[src/rtl/patch_loader_defines.svh]
// Offsets, command codes, result codes, reset values and timing counts
`ifndef PATCH_LOADER_DEFINES_SVH
`define PATCH_LOADER_DEFINES_SVH

// ----------------------------------------------------------------------
// Register offsets (byte addresses)
// ----------------------------------------------------------------------
`define OFF_CMD 8'h00
`define OFF_PARAM0 8'h04
`define OFF_PARAM1 8'h08
`define OFF_PARAM2 8'h0C
`define OFF_STATE 8'h10
`define OFF_RAM 8'h14
`define OFF_SLOT0 8'h20

// ----------------------------------------------------------------------
// Field positions
// ----------------------------------------------------------------------
`define CMD_DOORBELL_BIT 15
`define STATE_BUSY_BIT 0
`define STATE_USED_BIT 1

// ----------------------------------------------------------------------
// Command codes
// ----------------------------------------------------------------------
`define CMD_LOAD 16'h8700
`define CMD_STATUS 16'h8701
`define CMD_APPLY 16'h8702
`define CMD_RESERVE 16'h8706

// ----------------------------------------------------------------------
// Result codes, one fixed value each
// ----------------------------------------------------------------------
`define RES_ENOERR 16'h0000
`define RES_ENOENT 16'h0001
`define RES_EIO 16'h0005
`define RES_EBADF 16'h0009
`define RES_EBUSY 16'h0010
`define RES_ENODEV 16'h0013
`define RES_EINVAL 16'h0016
`define RES_ERANGE 16'h0022
`define RES_ENOSYS 16'h0026

// ----------------------------------------------------------------------
// Reset values and defaults
// ----------------------------------------------------------------------
`define CMD_RESET 16'h0000
`define RAM_BASE_DEF 16'h4000
`define RAM_BYTES_DEF 16'h1000
`define ROM_FW_ID_DEF 32'h00010001
`define SLOT_COUNT 8

// ----------------------------------------------------------------------
// Timing
// ----------------------------------------------------------------------
`define CLK_PERIOD_NS 20
`define APPLY_TIME_NS 100
`define APPLY_CYCLES ((`APPLY_TIME_NS + `CLK_PERIOD_NS - 1) / `CLK_PERIOD_NS)

`endif

[src/rtl/patch_loader_pkg.sv]
// Types shared by the patch loader design
package patch_loader_pkg;
  typedef logic [15:0] result_type;

  typedef enum logic [1:0] {
    OP_IDLE = 2'b00,
    OP_LOADING = 2'b01,
    OP_APPLYING = 2'b10
  } op_state_type;

  typedef struct packed {
    logic valid;
    logic [15:0] index;
  } nvm_req_type;

  typedef struct packed {
    logic done;
    logic found;
    logic ok;
    logic [15:0] patch_id;
  } nvm_rsp_type;
endpackage : patch_loader_pkg

[src/rtl/patch_slot_mem.sv]
// Applied patch identifier slots with registered read port
`timescale 1ns/10ps
module patch_slot_mem #(
  parameter int DEPTH = 8,
  parameter int WIDTH = 16
) (
  input wire logic pclk,
  input wire logic we,
  input wire logic [$clog2(DEPTH)-1:0] waddr,
  input wire logic [WIDTH-1:0] wdata,
  input wire logic [$clog2(DEPTH)-1:0] raddr,
  output logic [WIDTH-1:0] rdata
);
  // No reset on the array; the slot count tells software what is valid
  logic [WIDTH-1:0] mem [DEPTH];

  always_ff @(posedge pclk) begin
    if (we) begin
      mem[waddr] <= wdata;
    end
    rdata <= mem[raddr];
  end
endmodule : patch_slot_mem

[src/rtl/patch_op_timer.sv]
// Down counter that times a background apply
`timescale 1ns/10ps
module patch_op_timer #(
  parameter int WIDTH = 8
) (
  input wire logic pclk,
  input wire logic presetn,
  input wire logic start,
  input wire logic [WIDTH-1:0] cycles,
  output logic expired
);
  logic [WIDTH-1:0] count;

  assign expired = (count == WIDTH'(1));

  always_ff @(posedge pclk or negedge presetn) begin
    if (!presetn) begin
      count <= '0;
    end else if (start) begin
      count <= cycles;
    end else if (count != '0) begin
      count <= count - WIDTH'(1);
    end
  end
endmodule : patch_op_timer

[src/rtl/patch_loader_command_handler.sv]
// Patch loader command handler with APB register access
`timescale 1ns/10ps
`include "patch_loader_defines.svh"
module patch_loader_command_handler #(
  parameter logic [15:0] RAM_BASE = `RAM_BASE_DEF,
  parameter logic [15:0] RAM_BYTES = `RAM_BYTES_DEF,
  // Firmware version value is arbitrary
  parameter logic [31:0] ROM_FW_ID = `ROM_FW_ID_DEF,
  parameter int SLOTS = `SLOT_COUNT
) (
  input wire logic pclk,
  input wire logic presetn,
  input wire logic psel,
  input wire logic penable,
  input wire logic pwrite,
  input wire logic [7:0] paddr,
  input wire logic [31:0] pwdata,
  output logic [31:0] prdata,
  output logic pready,
  output logic pslverr,
  input wire logic nvm_present,
  output patch_loader_pkg::nvm_req_type nvm_req,
  input wire patch_loader_pkg::nvm_rsp_type nvm_rsp
);
  import patch_loader_pkg::*;

  localparam int SW = $clog2(SLOTS);
  localparam logic [7:0] SLOT_END = 8'(`OFF_SLOT0 + 4 * SLOTS);
  localparam logic [7:0] APPLY_N = 8'(`APPLY_CYCLES);

  // ----------------------------------------------------------------------
  // State
  // ----------------------------------------------------------------------
  logic [15:0] cmd_reg;
  logic [15:0] param0;
  logic [15:0] param1;
  logic [31:0] param2;
  op_state_type state;
  result_type op_status;
  logic region_used;
  logic [15:0] reserved_total;
  logic [15:0] reserve_start;
  logic [15:0] apply_id;
  logic [SW-1:0] slot_ptr;
  logic [SW:0] slot_count;
  logic [31:0] prdata_q;
  logic [15:0] slot_rdata;
  logic timer_expired;

  // ----------------------------------------------------------------------
  // APB decode
  // ----------------------------------------------------------------------
  wire access = psel && penable;
  wire wr = access && pwrite;
  wire hit_cmd = paddr == `OFF_CMD;
  wire hit_p0 = paddr == `OFF_PARAM0;
  wire hit_p1 = paddr == `OFF_PARAM1;
  wire hit_p2 = paddr == `OFF_PARAM2;
  wire hit_state = paddr == `OFF_STATE;
  wire hit_ram = paddr == `OFF_RAM;
  wire hit_slot = paddr >= `OFF_SLOT0 && paddr < SLOT_END && paddr[1:0] == 2'b00;
  wire hit_any = hit_cmd || hit_p0 || hit_p1 || hit_p2 || hit_state || hit_ram || hit_slot;
  wire [7:0] slot_off = paddr - `OFF_SLOT0;
  wire [SW-1:0] slot_raddr = slot_off[SW+1:2];

  // Host may only set the doorbell; a write while it is up is dropped
  wire doorbell = cmd_reg[`CMD_DOORBELL_BIT];
  wire wr_cmd = wr && hit_cmd && !doorbell;

  assign pready = 1'b1;
  assign pslverr = access && !hit_any;
  assign prdata = hit_slot ? {16'h0000, slot_rdata} : prdata_q;

  // ----------------------------------------------------------------------
  // Command decode
  // ----------------------------------------------------------------------
  wire op_busy = state != OP_IDLE;
  wire is_load = doorbell && cmd_reg == `CMD_LOAD;
  wire is_status = doorbell && cmd_reg == `CMD_STATUS;
  wire is_apply = doorbell && cmd_reg == `CMD_APPLY;
  wire is_reserve = doorbell && cmd_reg == `CMD_RESERVE;
  wire [16:0] ram_end = {1'b0, RAM_BASE} + {1'b0, RAM_BYTES};
  wire addr_bad = param0 < RAM_BASE || {1'b0, param0} >= ram_end;
  wire fw_bad = param2 != ROM_FW_ID;
  wire [15:0] free_bytes = RAM_BYTES - reserved_total;
  wire no_room = param1 > free_bytes;

  // Load, apply and status are checked busy first; reserve has no busy check and is accepted while an operation runs
  wire result_type load_res = op_busy ? `RES_EBUSY :
    !nvm_present ? `RES_ENODEV :
    region_used ? `RES_ERANGE : `RES_ENOERR;
  wire result_type apply_res = op_busy ? `RES_EBUSY :
    addr_bad ? `RES_EINVAL : fw_bad ? `RES_EBADF : `RES_ENOERR;
  wire result_type rsv_res = no_room ? `RES_EBUSY : `RES_ENOERR;
  wire result_type stat_res = op_busy ? `RES_EBUSY : op_status;
  wire result_type cmd_result = is_load ? load_res :
    is_status ? stat_res :
    is_apply ? apply_res :
    is_reserve ? rsv_res : `RES_ENOSYS;

  wire start_load = is_load && load_res == `RES_ENOERR;
  wire start_apply = is_apply && apply_res == `RES_ENOERR;
  wire reserve_ok = is_reserve && !no_room;
  wire load_done = state == OP_LOADING && nvm_rsp.done;
  wire load_ok = load_done && nvm_rsp.found && nvm_rsp.ok;
  wire start_timer = start_apply || load_ok;
  wire slot_we = state == OP_APPLYING && timer_expired;

  // ----------------------------------------------------------------------
  // Registers written by the host
  // ----------------------------------------------------------------------
  always_ff @(posedge pclk or negedge presetn) begin
    if (!presetn) begin
      cmd_reg <= `CMD_RESET;
    end else if (doorbell) begin
      cmd_reg <= cmd_result;
    end else if (wr_cmd) begin
      cmd_reg <= pwdata[15:0];
    end
  end

  // Parameter pool; load index at +0, apply fields at +0, +4, +8
  always_ff @(posedge pclk or negedge presetn) begin
    if (!presetn) begin
      param0 <= 16'h0000;
      param1 <= 16'h0000;
      param2 <= 32'h00000000;
    end else if (wr) begin
      if (hit_p0) begin
        param0 <= pwdata[15:0];
      end
      if (hit_p1) begin
        param1 <= pwdata[15:0];
      end
      if (hit_p2) begin
        param2 <= pwdata;
      end
    end
  end

  // ----------------------------------------------------------------------
  // Background operation
  // ----------------------------------------------------------------------
  always_ff @(posedge pclk or negedge presetn) begin
    if (!presetn) begin
      state <= OP_IDLE;
      op_status <= `RES_ENOERR;
      apply_id <= 16'h0000;
    end else begin
      case (state)
        OP_IDLE: begin
          if (start_load) begin
            state <= OP_LOADING;
          end else if (start_apply) begin
            state <= OP_APPLYING;
            apply_id <= param1;
          end
        end
        OP_LOADING: begin
          if (nvm_rsp.done) begin
            if (!nvm_rsp.found) begin
              state <= OP_IDLE;
              op_status <= `RES_ENOENT;
            end else if (!nvm_rsp.ok) begin
              state <= OP_IDLE;
              op_status <= `RES_EIO;
            end else begin
              state <= OP_APPLYING;
              apply_id <= nvm_rsp.patch_id;
            end
          end
        end
        OP_APPLYING: begin
          if (timer_expired) begin
            state <= OP_IDLE;
            op_status <= `RES_ENOERR;
          end
        end
        default: begin
          state <= OP_IDLE;
        end
      endcase
    end
  end

  // Request to the NVM reader stays up until it reports done
  always_ff @(posedge pclk or negedge presetn) begin
    if (!presetn) begin
      nvm_req <= '0;
    end else if (start_load) begin
      nvm_req.valid <= 1'b1;
      nvm_req.index <= param0;
    end else if (nvm_rsp.done) begin
      nvm_req.valid <= 1'b0;
    end
  end

  // ----------------------------------------------------------------------
  // Patch RAM bookkeeping
  // ----------------------------------------------------------------------
  // Set wins over clear if a load lands as a reservation completes
  always_ff @(posedge pclk or negedge presetn) begin
    if (!presetn) begin
      region_used <= 1'b0;
      reserved_total <= 16'h0000;
      reserve_start <= 16'h0000;
    end else begin
      if (load_ok) begin
        region_used <= 1'b1;
      end else if (reserve_ok) begin
        region_used <= 1'b0;
      end
      if (reserve_ok) begin
        reserved_total <= reserved_total + param1;
        reserve_start <= param0;
      end
    end
  end

  // Slots wrap after the last one; ids are stored as given
  always_ff @(posedge pclk or negedge presetn) begin
    if (!presetn) begin
      slot_ptr <= '0;
      slot_count <= '0;
    end else if (slot_we) begin
      slot_ptr <= slot_ptr + SW'(1);
      if (slot_count != (SW+1)'(SLOTS)) begin
        slot_count <= slot_count + (SW+1)'(1);
      end
    end
  end

  patch_op_timer #(
    .WIDTH(8)
  ) u_timer (
    .pclk(pclk),
    .presetn(presetn),
    .start(start_timer),
    .cycles(APPLY_N),
    .expired(timer_expired)
  );

  patch_slot_mem #(
    .DEPTH(SLOTS),
    .WIDTH(16)
  ) u_slots (
    .pclk(pclk),
    .we(slot_we),
    .waddr(slot_ptr),
    .wdata(apply_id),
    .raddr(slot_raddr),
    .rdata(slot_rdata)
  );

  // ----------------------------------------------------------------------
  // Read data
  // ----------------------------------------------------------------------
  wire [31:0] state_word = {op_status, 8'h00, 4'(slot_count),
    2'b00, region_used, op_busy};
  wire [31:0] rd_word = hit_cmd ? {16'h0000, cmd_reg} :
    hit_p0 ? {16'h0000, param0} :
    hit_p1 ? {16'h0000, param1} :
    hit_p2 ? param2 :
    hit_state ? state_word :
    hit_ram ? {reserve_start, free_bytes} : 32'h00000000;

  // Registered during the setup phase, so the access phase needs no wait
  always_ff @(posedge pclk or negedge presetn) begin
    if (!presetn) begin
      prdata_q <= 32'h00000000;
    end else begin
      prdata_q <= rd_word;
    end
  end

  // ----------------------------------------------------------------------
  // Assertions
  // ----------------------------------------------------------------------
  localparam int APPLY_MAX = 8;
endmodule : patch_loader_command_handler

[config.mk]
export PLATFORM = sky130hd
export DESIGN_NAME = patch_loader_command_handler
export DESIGN_NICKNAME = d
export VERILOG_FILES = /design/src/rtl/patch_loader_pkg.sv /design/src/rtl/patch_slot_mem.sv /design/src/rtl/patch_op_timer.sv /design/src/rtl/patch_loader_command_handler.sv
export VERILOG_INCLUDE_DIRS = /design/src /design/src/rtl
export SDC_FILE = /design/constraint.sdc
export NUM_CORES = 1
export LEC_CHECK = 0
export BUFFER_PORTS_ARGS = -buffer_cell sky130_fd_sc_hd__clkbuf_2
export CORE_ASPECT_RATIO = 0.5
export CORE_MARGIN = 3
export CORE_UTILIZATION = 50
export CTS_BUF_LIST = sky130_fd_sc_hd__clkbuf_4
export DETAILED_ROUTE_END_ITERATION = 8
export PLACE_DENSITY_LB_ADDON = 0.1
export SLEW_MARGIN = 20
export SYNTH_ARGS = -nofsm -noshare
export SYNTH_HDL_FRONTEND = slang
export SYNTH_SLANG_ARGS = --single-unit
[constraint.sdc]
create_clock -name pclk -period 5.76 [get_ports pclk]
set_input_delay 1.152 -clock pclk [delete_from_list [all_inputs] [get_ports pclk]]
set_output_delay 1.152 -clock pclk [all_outputs]
set_load 0.01 [all_outputs]
==> metrics.cfg <==
[clock_tree]
cts_tree=done
post-cts-setup-buffers=0
clock_latency_ns=0.76
root_buffer=clkbuf_4
cts.clk_slew.worst_paths_ns=0.07
hold_buffers=0
htreeDepth=3
cts.sinks=341
cts_buffers=78
post_cts_resized=0
clockBufferDepth=3

[synthesis]
yosysTopAreaCellShare=0.3185
synth_top_cells_by_count=197 x dfrtp_1, 190 x nand2_1, 128 x edfxtp_1
synth_edf_count=128
syn_avg_cell_area_um2=12.45
synth.most_common_cell=dfrtp_1
synth_seq_area_share=0.5876
synthTopCellsByArea=dfrtp_1 32%, edfxtp_1 25%, mux2_2 7.3%
syn_nets=1346
synth_cell_types=71
synthFlopType=dfrtp_1
synth_area_mm2=0.01548
synthArstFlopShare=0.5777
yosysTopAreaCell=dfrtp_1
netlist_instances=1243
yosysWarnings=0
ys_ff_latch=341

[timing]
slew_headroom=0.2758
drv_slew=0
worstMarginPinSlew_ns=1.085
setup_tns_ns=0
max_freq_mhz=224.6
grt_setup_unrepaired=no
finalWorstSetupSlack_ns=1.307
whs_ns=0.4642
period_needed_ns=4.453
finalHoldViolations=0
period_share=0.7730
setup_viol=0
fin_skew_ns=0.03324

[cells_and_area]
drive_gt1_frac=0.2807
fin_area_mm2=0.01752
area_growth_pct=13.19
finish.utilization=0.5893
layout.nets=1499
largest_register=u_slots.mem
largest_reg_flops=128
fill_cells=2452
top_regs=u_slots.mem x128, param2 x32, prdata_q x32

[place]
place_ws_ns=1.350
port_buffers=114
place_congestion=0.9494
place_area_mm2=0.01652
post-dp-hpwl_mm=28.49

[worst_setup_path]
startpoint_type=flip-flop
reg2reg_setup_slack_ns=1.31
path_class=reg2reg
end_kind=flip-flop
crit_slowest_cell=or4_1
crit_chain=or4_1 > or2_2 > o31a_1 > nor3_1 > xor2_1 > ha_1 > a21o_1 > a2111oi_0 > o211a_1 > o21a_1 > o21bai_4 > a2111oi_0 > xor2_1
max_stage_delay_ns=0.56
crit_arrival_ns=5.06
required_ns=6.36
path_max_fanout=35

[detailed_routing]
dr_wl_met3_mm=3.022
dr_wl_met2_mm=18.62
dr_total_vias=10680
drt_iter0_markers=734
ant_nets=0
dr.max_layer_used=met4
viasPerCell=5.796
wl_met1_mm=18.82
drc=0
firstDrtPassIters=5
wl_mm=41.59
wire_per_inst_um=22.58

[pwr]
p_int_uw=3648
leakage_uw=0.007887
p_switching_uw=1214
ir_drop_mv=0.1525
sw_frac_of_total=0.2497
powerDensity_mw_per_mm2=277.5
seqPwrFrac=0.542
clkPwrFrac=0.394
comb_power_share=0.065

[floorplan]
rows=44
start_util=0.5206
dieArea_mm2=0.03323
die_h_um=130.4
io_pins=116
fp.dieW_um=254.8
core-area_mm2=0.02973

[grt]
grt_first_pass_wirelength_mm=63.62
grt_max_degree=100
overflow=0
grt_pass1_vias=10760
antenna_found_initial=1
grt_util_all_layers=0.2580

[min_path]
holdCritPathClass=in2async

[status]
outcome=completed

[flow_run]
max_cap_violations=0

## logic make-up (layout without fill, tap and decap cells)
| family | after synthesis | count (layout) | synth area share |
|---|---|---|---|
| other cells | 1 | 2 | 0.0002423 |
| xor+xnor | 32 | 32 | 0.01811 |
| mux | 161 | 161 | 0.1389 |
| simple gates | 370 | 370 | 0.1121 |
| fa+ha+maj | 38 | 38 | 0.03121 |
| flops | 341 | 341 | 0.5876 |
| buf+inv | 88 | 295 | 0.02361 |
| compound gates | 212 | 212 | 0.08829 |
## final cells by class
cell class | instances | area [um2] | share of cell area
antenna | 1 | 2.502 | 0.0001428
clock buffer | 115 | 863.3 | 0.04928
clock inverter | 19 | 107.6 | 0.006142
inverter | 25 | 93.84 | 0.005357
multi-input combinational | 814 | 6097 | 0.3480
sequential | 341 | 9094 | 0.5191
tap | 391 | 489.2 | 0.02793
timing repair buffer | 136 | 770.7 | 0.04400
## cells in the final DEF, fill, tap and decap left out, types with 20 or more instances in the layout
cell      count
ha_1         37
edfxtp_1    128
clkbuf_4    115
o21ai_0      51
nand2_1     189
inv_1        25
mux2i_1      28
dfrtp_1     197
a21oi_1      52
mux4_2       33
mux2_2      100
nor2_1       61
clkbuf_2    112
buf_4        20
## worst paths after layout
path	start	endpoint	cells after the start
max	reserved_total[0]	reserved_total[15]	13
min	presetn	nvm_req[3]	1
max reg2reg	reserved_total[0]	reserved_total[15]	13
min reg2reg	nvm_req[12]	nvm_req[12]	2
max in group asynchronous	presetn	apply_id[15]	2
min in group pclk	nvm_req[12]	nvm_req[12]	2
## critical path: cells and delay by family (launching register included)
family | cells | cell delay, ns
adder cells (fa/ha/maj) | 1 | 0.30
AND/OR/NAND/NOR | 3 | 1.10
XOR/XNOR | 2 | 0.36
AO/OA/AOI/OAI | 7 | 2.08
flip-flops | 1 | 0.45
## power groups by stage
| stage | combinational [uW] | sequential [uW] | clock [uW] |
|---|---|---|---|
| 2_1_floorplan | 203 | 2650 | 0 |
| 3_3_place_gp | 300 | 2680 | 0 |
| 3_5_place_dp | 313 | 2680 | 0 |
| 4_1_cts | 315 | 2630 | 1960 |
| 5_1_grt | 347 | 2640 | 2100 |
| 6_report | 314 | 2630 | 1910 |
## metal layers
layer | vias to the layer above | GRT usage
met5 | - | 0
met4 | 0 | 0.08966
met3 | 91 | 0.06527
met2 | 392 | 0.3864
met1 | 5277 | 0.3704
li1 | 4917 | -
## metrics by stage
step / cells / power, uW
final: 1842 / 4862
after global routing: 1842 / 5083
after CTS: 1839 / 4910
after detailed placement: 1705 / 2993
after global placement: 1705 / 2976
after floorplan: 1243 / 2849
(Power assumes the default switching activity.)
